<file path="src/design/tes_map.svh">
// Offsets, field positions, reset values and constants of the trap entry sequencer.
// Assumes a 32-bit AXI4-Lite register port with word-aligned byte addresses.
`ifndef TES_MAP_SVH
`define TES_MAP_SVH

`define TES_OFF_STATUS   12'h000
`define TES_OFF_EXT      12'h004
`define TES_OFF_FAULT    12'h008
`define TES_OFF_FSTAT    12'h00C
`define TES_OFF_ENTRY    12'h010
`define TES_OFF_WATCH    12'h014
`define TES_OFF_CTRL     12'h018

// Processor status fields
`define TES_ST_PRIV      0
`define TES_ST_SPRIV     1
`define TES_ST_IRQ       2
`define TES_ST_SIRQ      3
`define TES_ST_DUALT     4
`define TES_ST_TOGGLE    5
`define TES_ST_SKIPF     6
`define TES_ST_OPC       8
`define TES_ST_EXT       9
`define TES_ST_FETCH     10
`define TES_ST_OPER      11
`define TES_ST_FLOAT     12
`define TES_ST_MASK      32'h00001F7F
// Extended status fields
`define TES_EX_LOCKED    0
`define TES_EX_OVF       1
`define TES_EX_MASK      32'h00000003
// Float status field
`define TES_FS_ALLOW     0
// Page root field
`define TES_PR_BUSHOLD   0

`define TES_RST_STATUS   32'h00000001
`define TES_RST_FSTAT    32'h00000001
`define TES_HANDLER_VA   32'hFFFFFF00
`define TES_HALF_STEP    32'h00000004
`define TES_ENTRY_CYC    2

`endif

</file>
<file path="src/design/tes_pkg.sv">
// Types shared by the trap entry sequencer files.
// Assumes the constants header is included by users of these types.
package tes_pkg;
   typedef enum logic [1:0] {
      TES_RUN   = 2'b00,
      TES_ABORT = 2'b01,
      TES_SAVE  = 2'b10,
      TES_FETCH = 2'b11
   } tes_state_t;

   typedef struct packed {
      logic opcode;
      logic external;
      logic fetch;
      logic operand;
      logic float_t;
      logic locked;
      logic overflow;
   } tes_cause_t;
endpackage

</file>
<file path="src/design/tes_cause.sv">
// Combines raw trap conditions into trap-type flags.
// Assumes condition inputs are synchronous to aclk and valid with trap qualification.
`timescale 1ns/1ps
module tes_cause (
   input  wire logic               opcode_cond,
   input  wire logic               overflow_check_op,
   input  wire logic               overflow_flag,
   input  wire logic               lock_violation,
   input  wire logic               external_irq_pin,
   input  wire logic               irq_gate_bit,
   input  wire logic               fetch_xlate_fault,
   input  wire logic               operand_xlate_fault,
   input  wire logic               operand_misaligned,
   input  wire logic               operand_valid,
   input  wire logic [31:0]        operand_addr,
   input  wire logic [31:0]        watch_address_reg,
   input  wire logic               watch_enable,
   input  wire logic               float_exception,
   input  wire logic               float_trap_allow,
   output tes_pkg::tes_cause_t     cause
);
   logic watch_hit;

   assign watch_hit = operand_valid && watch_enable && (operand_addr == watch_address_reg);

   always_comb begin
      cause          = '0;
      cause.opcode   = opcode_cond || (overflow_check_op && overflow_flag) || lock_violation;
      cause.external = external_irq_pin && irq_gate_bit;
      cause.fetch    = fetch_xlate_fault;
      // Three separate causes share one flag
      cause.operand  = operand_xlate_fault || operand_misaligned || watch_hit;
      cause.float_t  = float_exception && float_trap_allow;
      cause.locked   = lock_violation;
      cause.overflow = overflow_check_op && overflow_flag;
   end
endmodule

</file>
<file path="src/design/tes_sequencer.sv">
// Trap entry sequencer: aborts, saves status, records causes and vectors to the handler.
// Assumes the pipeline supplies per-cycle trap conditions, mode and instruction addresses,
// and that software reaches status over AXI4-Lite on aclk.
`timescale 1ns/1ps
`include "tes_map.svh"

// How it works
// - Any non-reset trap aborts the current instruction, leaving it restartable.
// - Entry copies privilege into saved privilege, irq gate into saved gate.
// - Then privilege and irq gate are cleared: supervisor, interrupts off.
// - Dual-at-trap bit set if in dual mode, else cleared.
// - Toggle bit set when a mode switch was pending at the trap.
// - Every present trap-type flag is set, several together if coincident.
// - Single mode: fault address is the trapped instruction address.
// - Dual mode: fault address is the float half; core half at plus 4.
// - Lone operand fault in dual mode completes the float half first.
// - Entry releases the bus hold output.
// - Handler fetch starts at virtual address FFFFFF00.
// - Handler runs in single-instruction mode whatever the prior mode.
// - Fault address read once per trap; next capture waits for that read.
// - Indirect branch uses trap behaviour while any trap-type flag other than overflow is set.
// - Skip-next-float may stay set from dual mode; it kills next float op.
// - No float traps while float trap allow is cleared.
// - External interrupt pin assertion traps and sets external event flag only while the irq gate bit is set.
// - Translation, misalignment and watch matches all set operand fault flag.
// - Overflow check with overflow flag set raises an instruction trap.
module tes_sequencer (
   input  wire logic        aclk,
   input  wire logic        aresetn,
   // Pipeline side
   input  wire logic        opcode_cond,
   input  wire logic        overflow_check_op,
   input  wire logic        lock_violation,
   input  wire logic        external_irq_pin,
   input  wire logic        fetch_xlate_fault,
   input  wire logic        operand_xlate_fault,
   input  wire logic        operand_misaligned,
   input  wire logic        operand_valid,
   input  wire logic [31:0] operand_addr,
   input  wire logic        float_exception,
   input  wire logic        overflow_set,
   input  wire logic        dual_mode,
   input  wire logic        next_dual,
   input  wire logic        float_half_done,
   input  wire logic [31:0] instr_addr,
   input  wire logic        bus_hold_req,
   input  wire logic        indirect_branch,
   input  wire logic        float_issue,
   output logic             abort_instr,
   output logic             complete_float_half,
   output logic             fetch_req,
   output logic [31:0]      fetch_addr,
   output logic             single_mode_force,
   output logic             trap_branch_mode,
   output logic             kill_float,
   output logic             bus_hold_n,
   output logic             user_mode,
   // AXI4-Lite slave
   input  wire logic [11:0] s_axi_awaddr,
   input  wire logic        s_axi_awvalid,
   output logic             s_axi_awready,
   input  wire logic [31:0] s_axi_wdata,
   input  wire logic [3:0]  s_axi_wstrb,
   input  wire logic        s_axi_wvalid,
   output logic             s_axi_wready,
   output logic [1:0]       s_axi_bresp,
   output logic             s_axi_bvalid,
   input  wire logic        s_axi_bready,
   input  wire logic [11:0] s_axi_araddr,
   input  wire logic        s_axi_arvalid,
   output logic             s_axi_arready,
   output logic [31:0]      s_axi_rdata,
   output logic [1:0]       s_axi_rresp,
   output logic             s_axi_rvalid,
   input  wire logic        s_axi_rready
);
   typedef struct packed {
      tes_pkg::tes_state_t state;
      logic [31:0] status;
      logic [31:0] ext;
      logic [31:0] fault;
      logic        fault_armed;
      logic [31:0] fstat;
      logic [31:0] entry;
      logic [31:0] watch;
      logic        watch_en;
      logic [6:0]  pend;
      logic        pend_dual;
      logic        pend_toggle;
      logic [31:0] pend_addr;
      logic        abort;
      logic        complete_fh;
      logic        fetch;
      logic [31:0] faddr;
      logic        single;
      logic        tbr;
      logic        kill;
      logic        hold_n;
      logic        user;
      logic        awr;
      logic        wr;
      logic [11:0] awaddr;
      logic [31:0] wdata;
      logic [3:0]  wstrb;
      logic        aw_got;
      logic        w_got;
      logic        bvalid;
      logic [1:0]  bresp;
      logic        arr;
      logic        rvalid;
      logic [31:0] rdata;
      logic [1:0]  rresp;
   } tes_regs_t;

   tes_regs_t           r_reg;
   tes_regs_t           r_next;
   tes_pkg::tes_cause_t cause;
   logic                any_trap;
   logic                any_flag;

   tes_cause u_cause (
      .opcode_cond         (opcode_cond),
      .overflow_check_op   (overflow_check_op),
      .overflow_flag       (r_reg.ext[`TES_EX_OVF]),
      .lock_violation      (lock_violation),
      .external_irq_pin    (external_irq_pin),
      .irq_gate_bit        (r_reg.status[`TES_ST_IRQ]),
      .fetch_xlate_fault   (fetch_xlate_fault),
      .operand_xlate_fault (operand_xlate_fault),
      .operand_misaligned  (operand_misaligned),
      .operand_valid       (operand_valid),
      .operand_addr        (operand_addr),
      .watch_address_reg   (r_reg.watch),
      .watch_enable        (r_reg.watch_en),
      .float_exception     (float_exception),
      .float_trap_allow    (r_reg.fstat[`TES_FS_ALLOW]),
      .cause               (cause)
   );

   assign any_trap = |cause;
   assign any_flag = |r_reg.status[`TES_ST_FLOAT:`TES_ST_OPC] || r_reg.ext[`TES_EX_LOCKED];

   always_comb begin
      logic [31:0] m;
      logic [31:0] wv;
      logic [11:0] ra;
      logic        lone_oper;
      m         = '0;
      wv        = '0;
      ra        = '0;
      lone_oper = 1'b0;
      r_next    = r_reg;
      r_next.fetch = 1'b0;
      r_next.abort = 1'b0;
      r_next.complete_fh = 1'b0;
      if (overflow_set) begin
         r_next.ext[`TES_EX_OVF] = 1'b1;
      end
      r_next.hold_n = r_reg.state == tes_pkg::TES_RUN ? !bus_hold_req : 1'b1;
      r_next.status[`TES_ST_SKIPF] = r_reg.status[`TES_ST_SKIPF];

      case (r_reg.state)
         tes_pkg::TES_RUN: begin
            if (any_trap) begin
               r_next.abort       = 1'b1;
               r_next.pend        = cause;
               r_next.pend_dual   = dual_mode;
               r_next.pend_toggle = dual_mode != next_dual;
               r_next.pend_addr   = instr_addr;
               lone_oper = dual_mode && cause == tes_pkg::tes_cause_t'(7'b0001000);
               // Float half retires before entry when the data fault stands alone
               r_next.complete_fh = lone_oper && !float_half_done;
               r_next.state       = tes_pkg::TES_ABORT;
            end
         end
         tes_pkg::TES_ABORT: begin
            r_next.state = tes_pkg::TES_SAVE;
         end
         tes_pkg::TES_SAVE: begin
            r_next.status[`TES_ST_SPRIV]  = r_reg.status[`TES_ST_PRIV];
            r_next.status[`TES_ST_SIRQ]   = r_reg.status[`TES_ST_IRQ];
            r_next.status[`TES_ST_PRIV]   = 1'b0;
            r_next.status[`TES_ST_IRQ]    = 1'b0;
            r_next.status[`TES_ST_DUALT]  = r_reg.pend_dual;
            r_next.status[`TES_ST_TOGGLE] = r_reg.pend_toggle;
            // Flags accumulate, never overwrite earlier ones
            r_next.status[`TES_ST_OPC]   = r_reg.status[`TES_ST_OPC] | r_reg.pend[6];
            r_next.status[`TES_ST_EXT]   = r_reg.status[`TES_ST_EXT] | r_reg.pend[5];
            r_next.status[`TES_ST_FETCH] = r_reg.status[`TES_ST_FETCH] | r_reg.pend[4];
            r_next.status[`TES_ST_OPER]  = r_reg.status[`TES_ST_OPER] | r_reg.pend[3];
            r_next.status[`TES_ST_FLOAT] = r_reg.status[`TES_ST_FLOAT] | r_reg.pend[2];
            r_next.ext[`TES_EX_LOCKED]   = r_reg.ext[`TES_EX_LOCKED] | r_reg.pend[1];
            r_next.ext[`TES_EX_OVF]      = r_next.ext[`TES_EX_OVF] | r_reg.pend[0];
            if (r_reg.pend_dual) begin
               r_next.status[`TES_ST_SKIPF] = r_reg.pend[3] && r_reg.pend[6:4] == 3'b000
                  && r_reg.pend[2:0] == 3'b000;
            end
            if (r_reg.fault_armed) begin
               r_next.fault       = r_reg.pend_addr;
               r_next.fault_armed = 1'b0;
            end
            r_next.entry  = r_reg.pend_addr + (r_reg.pend_dual ? `TES_HALF_STEP : 32'h00000000);
            r_next.hold_n = 1'b1;
            r_next.state  = tes_pkg::TES_FETCH;
         end
         tes_pkg::TES_FETCH: begin
            r_next.fetch  = 1'b1;
            r_next.faddr  = `TES_HANDLER_VA;
            r_next.single = 1'b1;
            r_next.state  = tes_pkg::TES_RUN;
         end
         default: r_next.state = tes_pkg::TES_RUN;
      endcase
      if (r_reg.state == tes_pkg::TES_RUN && dual_mode) begin
         r_next.single = 1'b0;
      end

      r_next.tbr  = any_flag;
      r_next.kill = r_reg.status[`TES_ST_SKIPF] && float_issue;
      r_next.user = r_next.status[`TES_ST_PRIV];

      // Write channel
      if (s_axi_awvalid && r_reg.awr) begin
         r_next.awaddr = s_axi_awaddr;
         r_next.aw_got = 1'b1;
         r_next.awr    = 1'b0;
      end
      if (s_axi_wvalid && r_reg.wr) begin
         r_next.wdata = s_axi_wdata;
         r_next.wstrb = s_axi_wstrb;
         r_next.w_got = 1'b1;
         r_next.wr    = 1'b0;
      end
      if (r_reg.aw_got && r_reg.w_got && !r_reg.bvalid) begin
         for (int i = 0; i < 4; i++) begin
            m[i*8 +: 8] = {8{r_reg.wstrb[i]}};
         end
         r_next.bresp = 2'b00;
         if (r_reg.awaddr == `TES_OFF_STATUS) begin
            wv = (r_reg.status & ~m) | (r_reg.wdata & m);
            // Bits hardware sets in the same cycle win over software; hardware clears do not
            r_next.status = (wv & `TES_ST_MASK) | (r_next.status & ~r_reg.status & `TES_ST_MASK);
         end else if (r_reg.awaddr == `TES_OFF_EXT) begin
            wv = (r_reg.ext & ~m) | (r_reg.wdata & m);
            r_next.ext = (wv & `TES_EX_MASK) | (r_next.ext & ~r_reg.ext);
         end else if (r_reg.awaddr == `TES_OFF_FSTAT) begin
            r_next.fstat = ((r_reg.fstat & ~m) | (r_reg.wdata & m)) & 32'h00000001;
         end else if (r_reg.awaddr == `TES_OFF_WATCH) begin
            r_next.watch = (r_reg.watch & ~m) | (r_reg.wdata & m);
         end else if (r_reg.awaddr == `TES_OFF_CTRL) begin
            if (r_reg.wstrb[0]) begin
               r_next.watch_en = r_reg.wdata[0];
            end
         end else if (r_reg.awaddr != `TES_OFF_FAULT && r_reg.awaddr != `TES_OFF_ENTRY) begin
            r_next.bresp = 2'b10;
         end
         r_next.bvalid = 1'b1;
      end
      if (r_reg.bvalid && s_axi_bready) begin
         r_next.bvalid = 1'b0;
         r_next.aw_got = 1'b0;
         r_next.w_got  = 1'b0;
         r_next.awr    = 1'b1;
         r_next.wr     = 1'b1;
      end

      // Read channel
      if (s_axi_arvalid && r_reg.arr) begin
         ra = s_axi_araddr;
         r_next.arr    = 1'b0;
         r_next.rvalid = 1'b1;
         r_next.rresp  = 2'b00;
         if (ra == `TES_OFF_STATUS) begin
            r_next.rdata = r_reg.status;
         end else if (ra == `TES_OFF_EXT) begin
            r_next.rdata = r_reg.ext;
         end else if (ra == `TES_OFF_FAULT) begin
            r_next.rdata = r_reg.fault;
            // Re-arms capture, unless a capture lands now: that address is still unread
            if (r_reg.state != tes_pkg::TES_SAVE || !r_reg.fault_armed) begin
               r_next.fault_armed = 1'b1;
            end
         end else if (ra == `TES_OFF_FSTAT) begin
            r_next.rdata = r_reg.fstat;
         end else if (ra == `TES_OFF_ENTRY) begin
            r_next.rdata = r_reg.entry;
         end else if (ra == `TES_OFF_WATCH) begin
            r_next.rdata = r_reg.watch;
         end else if (ra == `TES_OFF_CTRL) begin
            r_next.rdata = {31'h00000000, r_reg.watch_en};
         end else begin
            r_next.rdata = 32'h00000000;
            r_next.rresp = 2'b10;
         end
      end
      if (r_reg.rvalid && s_axi_rready) begin
         r_next.rvalid = 1'b0;
         r_next.arr    = 1'b1;
      end
   end

   always_ff @(posedge aclk) begin
      if (!aresetn) begin
         r_reg             <= '0;
         r_reg.state       <= tes_pkg::TES_RUN;
         r_reg.status      <= `TES_RST_STATUS;
         r_reg.fstat       <= `TES_RST_FSTAT;
         r_reg.fault_armed <= 1'b1;
         r_reg.hold_n      <= 1'b1;
         r_reg.single      <= 1'b1;
         r_reg.user        <= 1'b1;
         r_reg.awr         <= 1'b1;
         r_reg.wr          <= 1'b1;
         r_reg.arr         <= 1'b1;
      end else begin
         r_reg <= r_next;
      end
   end

   assign abort_instr         = r_reg.abort;
   assign complete_float_half = r_reg.complete_fh;
   assign fetch_req           = r_reg.fetch;
   assign fetch_addr          = r_reg.faddr;
   assign single_mode_force   = r_reg.single;
   assign trap_branch_mode    = r_reg.tbr;
   assign kill_float          = r_reg.kill;
   assign bus_hold_n          = r_reg.hold_n;
   assign user_mode           = r_reg.user;
   assign s_axi_awready       = r_reg.awr;
   assign s_axi_wready        = r_reg.wr;
   assign s_axi_bresp         = r_reg.bresp;
   assign s_axi_bvalid        = r_reg.bvalid;
   assign s_axi_arready       = r_reg.arr;
   assign s_axi_rdata         = r_reg.rdata;
   assign s_axi_rresp         = r_reg.rresp;
   assign s_axi_rvalid        = r_reg.rvalid;
endmodule

</file>
<file path="config.mk">
export PLATFORM = sky130hd
export DESIGN_NAME = tes_sequencer
export DESIGN_NICKNAME = d
export VERILOG_FILES = /design/src/design/tes_pkg.sv /design/src/design/tes_cause.sv /design/src/design/tes_sequencer.sv
export VERILOG_INCLUDE_DIRS = /design/src /design/src/design
export SDC_FILE = /design/constraint.sdc
export NUM_CORES = 1
export LEC_CHECK = 0
export BUFFER_PORTS_ARGS = -buffer_cell sky130_fd_sc_hd__buf_2
export CORE_UTILIZATION = 32
export CTS_CLUSTER_SIZE = 10
export DETAILED_ROUTE_END_ITERATION = 10
export PLACE_DENSITY = 0.61
export SLEW_MARGIN = 15
export SYNTH_ARGS = -nofsm -noshare
export SYNTH_HDL_FRONTEND = slang
export SYNTH_SLANG_ARGS = --single-unit
</file>
<file path="constraint.sdc">
create_clock -name aclk -period 4.3 [get_ports aclk]
set_input_delay 0.86 -clock aclk [delete_from_list [all_inputs] [get_ports aclk]]
set_output_delay 0.86 -clock aclk [all_outputs]
set_load 0.005 [all_outputs]
</file>
==> run summary, run 1 <==
status: completed
placer's final routability congestion estimate: 0.835
clk_lat worst skew: 0.57 ns
final worst clock skew: 0.0248 ns
post-route antenna net violation count: 0
Post-CTS Setup Bufs: 0
total number of cells along the worst setup path: 8
CP max FO: 6
Total Power: 6200 uW
family with the most delay on the worst path: simple AND/OR/NAND/NOR gates
Cell Chain, Critical Path: ha_1 -> ha_1 -> and3_1 -> nand4_1 -> nor3_1 -> and3_1 -> xnor2_1 -> a21oi_1
max_slew headroom: 44.4%
maximum resistive drop on vdd: 358 uV
commonest cells after routing, fill and taps aside: nand2_1 (282), dfxtp_1 (254), buf_2 (215)
layout cells sized above 1: 19.1%
final WL: 36300 um
Final Critical Period: 2.61 ns
Area Growth Syn to Fin: 15.7%
drt wl/cell: 18.4 um
type of origin of the critical path: flop
cell depth of the worst flop-to-flop path: 8
class of the tightest hold or removal check: reg2reg
IO Port Bufs: 216
type of the worst setup path: reg2reg
total number of H-tree levels: 1
Clk Tree Root Cell: clkbuf_16
number of antenna violations at the first check in global routing: 5
First-pass DRT Iterations: 8
buffer levels on the longest clock path: 3
count of different cell masters after synthesis: 55
clk sink count: 254
Leak Pwr: 0.00491 uW
Final Hold Violating Endpoints: 0
overall routing resource usage: 19.1%
Worst-Margin Slew: 0.831 ns
depth of the worst hold-timing path: 2
critical path endpoint category: flop
most common library cell in the layout ignoring fill and taps: nand2_1
max-cap violations: 0
average cell area after synthesis: 8.23 sq um
clock slew seen by the registers of the worst setup and hold paths: 0.06 ns
number of CTS-inserted buffers: 30
Iteration-0 DRC Markers: 678
via-per-instance ratio: 5.21
total negative slack: 0 ns
count of yosys warnings during synthesis: 0
largest net degree at the start of global routing: 86
Hold-fix buffers, CTS: 0
TritonCTS clock tree: done
final count of negative-setup-slack endpoints: 0
# rows: 69
total power density per cell area: 466 nW/um^2
routed vias: 10300
Seq/Total Area, Yosys: 44.2%
FMAX: 383 MHz
Req. time, crit path: 4.73 ns
grt ovf: 0
number of nets in the final layout: 1655
DRC violation count after routing: 0
via count of the first global-routing pass: 9675
commonest register cell after synthesis: dfxtp_1
Worst Path Arrival: 3.04 ns
area of the core: 35500 sq um
area of the multi-input gates: 5490 sq um
Worst path max stage delay: 0.62 ns
I/O pin count: 228
unrepaired setup endpoints after global routing: false
Synth Instances: 1398
crit share post-route: 60.7%
Slowest-stage cell, CP: nor3_1
horizontal die dimension: 192 um
PostCTS Resize Cnt: 0
cell area after synthesis: 11500 sq um
height of the die: 192 um
Storage cell area: 5080 sq um
# fillers: 3690
Die Outline Area: 36700 sq um
hold_ws: 0.453 ns
HPWL after DPL: 25900 um
Bufs and invs on worst path: 0
first-pass GRT wire length: 54800 um
starting density of the core: 32.4%
count of flip-flops with a built-in enable after synthesis: 0
async set-reset flop share out of synthesis: 0%
count of final max-slew check failures: 0
number of flip-flops and latches in the synthesized netlist: 254
[per-stage QoR]
stage,cell area (sq um),util (%),std cells,setup slack (ns)
finish,13300,37.5,1975,1.69
global route,13300,37.5,1973,1.51
CTS,13300,37.5,1971,1.69
detailed placement,12500,35.1,1931,1.16
global placement,12500,35.1,1931,1.17
floorplan,11500,-,1407,1.92
[path summary, 6_finish.rpt]
kind | startpoint | slack [ns] | endpoint
worst max-delay path | r_reg[164] | 1.69 | r_reg[225]
worst min-delay path | r_reg[283] | 0.45 | r_reg[283]
worst max register to register | r_reg[164] | 1.69 | r_reg[225]
worst min register to register | r_reg[283] | 0.45 | r_reg[283]
[tightest hold or removal path: stages (launching register included)]
cell and delay [ns]:
dfxtp_1 0.30, nand2_1 0.05, a21oi_1 0.05
[per-layer routing]
| layer | share of wire [%] | wire (um) | vias to the layer above | track usage (%) |
|---|---|---|---|---|
| met5 | 0.069 | 25 | - | 0 |
| met4 | 2.5 | 903 | 4 | 6.26 |
| met3 | 5.2 | 1870 | 62 | 3.03 |
| met2 | 49 | 17900 | 249 | 32.4 |
| met1 | 43 | 15600 | 4929 | 24.4 |
| li1 | - | - | 5046 | - |
[cell families (layout without fill, tap and decap cells)]
group | count (synthesis) | after routing | synth area share [%]
flops | 254 | 254 | 44.2
mux | 19 | 19 | 1.66
simple gates | 500 | 500 | 19.9
fa+ha+maj | 6 | 6 | 0.652
xor+xnor | 52 | 52 | 3.96
compound gates | 375 | 375 | 21.0
other cells | 1 | 14 | 0.0326
buf+inv | 191 | 294 | 8.59
[report_power, final]
part           leakage, uW  internal [uW]  switching, uW  total (uW)
logic              0.00244            411            636        1050
clock network     0.000399           1270            969        2240
registers          0.00207           2620            295        2910
[final cells by class]
cell class	count	share of cell area, %
tap	461	4.33
clock inverter	3	0.320
multi-input combinational	962	41.3
sequential	254	38.2
clock buffer	37	5.91
inverter	18	0.526
timing repair buffer	236	9.36
antenna	4	0.0752
[Yosys cell counts, types with 2 or more instances]
library cell / number / area share [%]
nand2_1: 283 / 9.2
dfxtp_1: 254 / 44
a21oi_1: 180 / 7.8
clkbuf_1: 89 / 2.9
nand3_1: 81 / 3.5
buf_4: 69 / 4.5
o2bb2ai_1: 65 / 4.9
nor2_1: 47 / 1.5
o21ai_0: 43 / 1.9
xnor2_1: 28 / 2.1
xor2_1: 24 / 1.8
a222oi_1: 21 / 1.8
mux2i_1: 18 / 1.6
inv_1: 17 / 0.55
a221oi_1: 15 / 1.1
and2_1: 12 / 0.65
nand4_1: 12 / 0.65
a22oi_1: 11 / 0.72
nor3_1: 11 / 0.48
buf_2: 10 / 0.43
nand3b_1: 10 / 0.65
a211oi_1: 9 / 0.59
nor4_1: 9 / 0.49
a311oi_1: 7 / 0.53
and3_1: 7 / 0.38
a31oi_1: 6 / 0.33
ha_1: 6 / 0.65
buf_1: 5 / 0.16
nor2b_1: 5 / 0.27
o22ai_1: 5 / 0.27
or3_1: 5 / 0.27
nor2_2: 3 / 0.16
a2111oi_0: 2 / 0.15
a221o_1: 2 / 0.17
and4_1: 2 / 0.15
nor3_2: 2 / 0.17
nor4_4: 2 / 0.37
o211ai_1: 2 / 0.13
o21a_1: 2 / 0.13
o31a_1: 2 / 0.15
Note: power is estimated with default switching activity, not from simulation.
==> run 2: changes to the inputs <==
==> constraint.sdc (replaced) <==
create_clock -name aclk -period 2.5 [get_ports aclk]
set_input_delay 0.5 -clock aclk [delete_from_list [all_inputs] [get_ports aclk]]
set_output_delay 0.5 -clock aclk [all_outputs]
set_load 0.005 [all_outputs]
==> run 2 against run 1 <==
  * Worst hold slack worse by 0.30 ns
  * Highest routed layer is now met4
  * Maximum frequency increased by 17%
  * Flip-flop and latch count unchanged
  * Clock-buffer cell count is 6 lower
  * Utilization grew 0.54 points
  * Largest cell class unchanged
  * Clock skew up 0.0023 ns
  * Sequential share of layout area decreased by 0.54 points
  * Cell count is 0.81% higher
==> run summary, run 2 (synthesis results as in run 1) <==
clk_lat worst skew: 0.55 ns (was 0.57 ns)
Storage cell area: 5080 sq um (unchanged)
area of the multi-input gates: 5490 sq um (about the same)
Area Growth Syn to Fin: 17.3% (was 15.7%)
HPWL after DPL: 26600 um (was 25900 um)
Final Critical Period: 2.23 ns (was 2.61 ns)
first-pass GRT wire length: 54000 um (was 54800 um)
# fillers: 3668 (was 3690)
Iteration-0 DRC Markers: 687 (was 678)
CP max FO: 9 (was 6)
via count of the first global-routing pass: 9825 (was 9675)
TritonCTS clock tree: done (unchanged)
total number of H-tree levels: 1 (unchanged)
Worst Path Arrival: 2.63 ns (was 3.04 ns)
status: completed (unchanged)
placer's final routability congestion estimate: 0.842 (was 0.835)
class of the tightest hold or removal check: in2reg (was reg2reg)
critical path endpoint category: flop (unchanged)
layout cells sized above 1: 20.3% (was 19.1%)
dpl ws: 0.0317 ns (was 1.16 ns)
DRC violation count after routing: 0 (unchanged)
Die Outline Area: 36700 sq um (unchanged)
overall routing resource usage: 18.8% (was 19.1%)
Final Hold Violating Endpoints: 0 (unchanged)
Req. time, crit path: 2.91 ns (was 4.73 ns)
max-cap violations: 0 (unchanged)
final setup slack of the worst path: 0.275 ns (was 1.69 ns)
height of the die: 192 um (unchanged)
Post-CTS Setup Bufs: 0 (unchanged)
number of CTS-inserted buffers: 29 (was 30)
final worst clock skew: 0.0271 ns (was 0.0248 ns)
number of antenna violations at the first check in global routing: 0 (was 5)
FMAX: 449 MHz (was 383 MHz)
count of final max-slew check failures: 0 (unchanged)
max_slew headroom: 59.6% (was 44.4%)
First-pass DRT Iterations: 8 (unchanged)
IO Port Bufs: 216 (unchanged)
core utilization of the finished layout: 38.1% (was 37.5%)
Total Power: 10600 uW (was 6200 uW)
Clk Tree Root Cell: clkbuf_16 (unchanged)
count of non-filler cells in the finished layout: 1991 (was 1975)
Leak Pwr: 0.00504 uW (was 0.00491 uW)
drt wl/cell: 18.1 um (was 18.4 um)
area of the core: 35500 sq um (unchanged)
Hold-fix buffers, CTS: 0 (unchanged)
crit share post-route: 89.0% (was 60.7%)
type of the worst setup path: reg2reg (unchanged)
buffer levels on the longest clock path: 3 (unchanged)
I/O pin count: 228 (unchanged)
commonest cells after routing, fill and taps aside: nand2_1 (283), dfxtp_1 (254), buf_2 (215) (was nand2_1 (282), dfxtp_1 (254), buf_2 (215))
final WL: 36100 um (was 36300 um)
most common library cell in the layout ignoring fill and taps: nand2_1 (unchanged)
hold_ws: 0.157 ns (was 0.453 ns)
grt ovf: 0 (unchanged)
post-route antenna net violation count: 0 (unchanged)
clk sink count: 254 (unchanged)
number of nets in the final layout: 1680 (was 1655)
maximum resistive drop on vdd: 511 uV (was 358 uV)
clock slew seen by the registers of the worst setup and hold paths: 0.06 ns (about the same)
final count of negative-setup-slack endpoints: 0 (unchanged)
total power density per cell area: 782 nW/um^2 (was 466 nW/um^2)
starting density of the core: 32.4% (unchanged)
type of origin of the critical path: flop (unchanged)
largest net degree at the start of global routing: 103 (was 86)
placed cell count: 1957 (was 1931)
routed vias: 10400 (was 10300)
horizontal die dimension: 192 um (unchanged)
PostCTS Resize Cnt: 0 (unchanged)
# rows: 69 (unchanged)
Worst-Margin Slew: 0.597 ns (was 0.831 ns)
via-per-instance ratio: 5.21 (about the same)
unrepaired setup endpoints after global routing: false (unchanged)
[run 2: changes by cell type in the layout (fill, tap and decap cells not counted), sizes merged, moves of 2 or more]
| cell | before | now |
|---|---|---|
| diode | 4 | 1 |
| buf | 236 | 262 |
| clkbuf | 37 | 31 |
| clkinv | 2 | 0 |
[run 2: final cells by class]
class	count	area share [%]
antenna	1	0.0185
clock buffer	31	5.43
clock inverter	2	0.287
inverter	18	0.519
multi-input combinational	962	40.7
sequential	254	37.7
tap	461	4.27
timing repair buffer	262	11.1
[run 2: report_power, final]
part,internal [uW],total (uW),switching (uW)
Sequential,4500,4970,468
Clock,2140,3710,1570
Combinational,750,1880,1130
Total,7390,10600,3170
[run 2: through the flow]
stage | setup TNS [ns] | area, sq um
3_3_place_gp | -0.214 | 12700
5_1_grt | 0 | 13500
6_report | 0 | 13500
4_1_cts | 0 | 13500
2_1_floorplan | 0 | 11500
3_5_place_dp | 0 | 12700
[run 2: worst paths after layout]
kind,slack (ns),endpoint,from,depth (start not counted)
max,0.27,r_reg[366],flop,9
min,0.16,s_axi_awready,s_axi_awvalid,2
max reg2reg,0.27,r_reg[366],flop,9
min reg2reg,0.45,r_reg[286],r_reg[286],2
[run 2: worst max-delay path, cell delays in order, from the launching register on]
cell and delay (ns):
dfxtp_1 0.34, xor2_1 0.17, nor4_1 0.38, buf_4 0.18, and4b_1 0.19, and4_1 0.25, buf_12 0.14, buf_4 0.17
nor3_1 0.09, mux2i_1 0.15
[run 2: layer usage]
layer,global-route usage [%],wire length [um],up-vias
met1,23.8,15500,4931
met5,0,0,-
met2,32.2,17400,296
met3,3.31,2170,56
met4,6.01,991,0
li1,-,-,5096
==> run 3: changes to the inputs <==
--- a/config.mk
+++ b/config.mk
@@ -11,6 +11,7 @@
 export CTS_CLUSTER_SIZE = 10
 export DETAILED_ROUTE_END_ITERATION = 10
 export PLACE_DENSITY = 0.61
+export REMOVE_ABC_BUFFERS = 1
 export SLEW_MARGIN = 15
 export SYNTH_ARGS = -nofsm -noshare
 export SYNTH_HDL_FRONTEND = slang
==> run 3 against run 2 <==
  * Utilization is 0.060 points lower
  * Die area is the same
  * Flip-flop and latch count unchanged
  * Maximum frequency grew 0.45%
  * Largest cell class unchanged
  * Sequential power about the same
  * Via count fell by 1.8%
  * Critical path type unchanged
  * Routed wire length down 3.9%
  * Final area fell by 0.16%
  * Critical path depth unchanged
  * Global-route usage is 0.30 points lower
  * Combinational power fell by 3%
  * First-iteration DRC count rose by 26%
==> run summary, run 3 (synthesis results as in run 1) <==
status: completed (unchanged)
Leak Pwr: 0.00502 uW (was 0.00504 uW)
I/O pin count: 228 (unchanged)
via count of the first global-routing pass: 9546 (was 9825)
starting density of the core: 32.4% (unchanged)
final worst clock skew: 0.00641 ns (was 0.0271 ns)
class of the tightest hold or removal check: in2reg (unchanged)
number of CTS-inserted buffers: 29 (unchanged)
clk sink count: 254 (unchanged)
Area Growth Syn to Fin: 17.1% (was 17.3%)
FMAX: 451 MHz (was 449 MHz)
HPWL after DPL: 25100 um (was 26600 um)
Req. time, crit path: 2.95 ns (was 2.91 ns)
cell depth of the worst flop-to-flop path: 9 (unchanged)
Worst-Margin Slew: 0.526 ns (was 0.597 ns)
First-pass DRT Iterations: 6 (was 8)
first-pass GRT wire length: 54000 um (about the same)
max-cap violations: 0 (unchanged)
clk_lat worst skew: 0.53 ns (was 0.55 ns)
slack of the worst reg-to-reg path: 0.28 ns (was 0.27 ns)
total negative slack: 0 ns (unchanged)
area of the core: 35500 sq um (unchanged)
horizontal die dimension: 192 um (unchanged)
clock slew seen by the registers of the worst setup and hold paths: 0.05 ns (was 0.06 ns)
post-route antenna net violation count: 0 (unchanged)
height of the die: 192 um (unchanged)
DRC violation count after routing: 0 (unchanged)
fraction of power spent switching nets: 29.3% (was 30.0%)
final WL: 34700 um (was 36100 um)
power share of the clock group: 35.1% (was 35.2%)
# rows: 69 (unchanged)
commonest cells after routing, fill and taps aside: nand2_1 (283), dfxtp_1 (254), buf_2 (215) (unchanged)
placer's final routability congestion estimate: 0.838 (was 0.842)
number of nets in the final layout: 1678 (was 1680)
crit share post-route: 88.6% (was 89.0%)
placed cell count: 1955 (was 1957)
largest net degree at the start of global routing: 111 (was 103)
power share of the combinational group: 17.5% (was 17.8%)
final count of negative-setup-slack endpoints: 0 (unchanged)
Iteration-0 DRC Markers: 869 (was 687)
area of all placed cells without fillers: 13500 sq um (about the same)
Final Hold Violating Endpoints: 0 (unchanged)
dpl ws: -0.0898 ns (was 0.0317 ns)
TritonCTS clock tree: done (unchanged)
total number of H-tree levels: 1 (unchanged)
count of non-filler cells in the finished layout: 1988 (was 1991)
end of the worst register-to-register path: r_reg[162] (was r_reg[366])
total power density per cell area: 776 nW/um^2 (was 782 nW/um^2)
Die Outline Area: 36700 sq um (unchanged)
type of the worst setup path: reg2reg (unchanged)
number of antenna violations at the first check in global routing: 0 (unchanged)
maximum resistive drop on vdd: 390 uV (was 511 uV)
via-per-instance ratio: 5.12 (was 5.21)
Worst Path Arrival: 2.67 ns (was 2.63 ns)
most common library cell in the layout ignoring fill and taps: nand2_1 (unchanged)
routed vias: 10200 (was 10400)
grt ovf: 0 (unchanged)
layout cells sized above 1: 20.3% (about the same)
unrepaired setup endpoints after global routing: false (unchanged)
max_slew headroom: 64.9% (was 59.6%)
sequential fraction of design power: 47.4% (was 47.1%)
CP max FO: 26 (was 9)
drt wl/cell: 17.4 um (was 18.1 um)
final setup slack of the worst path: 0.285 ns (was 0.275 ns)
type of origin of the critical path: flop (unchanged)
Post-CTS Setup Bufs: 0 (unchanged)
critical path endpoint category: flop (unchanged)
IO Port Bufs: 216 (unchanged)
depth of the worst hold-timing path: 2 (unchanged)
NetSw: 3070 uW (was 3170 uW)
count of final max-slew check failures: 0 (unchanged)
Post-Place Cell Area: 12700 sq um (about the same)
worst min-delay path endpoint: bus_hold_n (was s_axi_awready)
core utilization of the finished layout: 38.0% (was 38.1%)
startpoint of the lowest-slack hold path: bus_hold_req (was s_axi_awvalid)
buffer levels on the longest clock path: 3 (unchanged)
internal power: 7390 uW (about the same)
Final Critical Period: 2.22 ns (was 2.23 ns)
Clk Tree Root Cell: clkbuf_16 (unchanged)
overall routing resource usage: 18.5% (was 18.8%)
run 3: changes by cell type in the layout (fill, tap and decap cells not counted), sizes merged:
cell	delta
diode	+1
buf	-2
inv	-1
clkbuf	-1
run 3: how the worst max path moves through the flow:
stage	endpoint	startpoint	cells after the start	slack, ns
after global routing	r_reg[159]	flop	9	0.16
after global placement	r_reg[160]	operand_addr[29]	10	-0.08
after detailed placement	r_reg[162]	operand_addr[29]	10	-0.09
after CTS	r_reg[162]	flop	9	0.13
final	r_reg[162]	flop	9	0.28
after floorplan	s_axi_awready	aresetn	3	-1.61
run 3: through the flow:
stage	total power, uW	hold WS, ns
6_report	10500	0.170
5_1_grt	11000	0.156
4_1_cts	10500	0.159
3_5_place_dp	6860	0.447
3_3_place_gp	6810	0.442
2_1_floorplan	6020	0.436
run 3: layout make-up:
| class | instances | area, sq um |
|---|---|---|
| inverter | 18 | 70.1 |
| timing repair buffer | 260 | 1480 |
| clock inverter | 1 | 30.0 |
| fill | 3686 | 22000 |
| antenna | 2 | 5.00 |
| multi-input combinational | 962 | 5500 |
| clock buffer | 30 | 739 |
| tap | 461 | 577 |
| sequential | 254 | 5080 |
run 3: metal layers:
metal	vias to the layer above	global-route usage, %	share of wire [%]
met3	48	2.19	4.5
met2	280	29.3	45
met1	4774	26.3	48
met4	0	5.40	2.6
met5	-	0	0
li1	5086	-	-
run 3: power by group through the flow:
stage	Sequential [uW]	Clock [uW]	Combinational (uW)
global placement	5010	0	1800
finish	4960	3680	1830
floorplan	4890	0	1130
CTS	4940	3750	1840
global route	5020	3920	2040
detailed placement	5020	0	1830
run 3: timing repair:
item	4_1_cts	5_1_grt
endpoints found under the setup margin	0	2
hold buffers	0	0
gates resized for setup	0	1
run 3: critical path, stage by stage (launching register included):
cell and delay (ns):
dfxtp_1 0.35, xor2_1 0.18, nor4_2 0.41, buf_4 0.17, and4b_1 0.18, and4_1 0.24, buf_12 0.16, nor2_2 0.10
buf_12 0.18, o2bb2ai_1 0.15
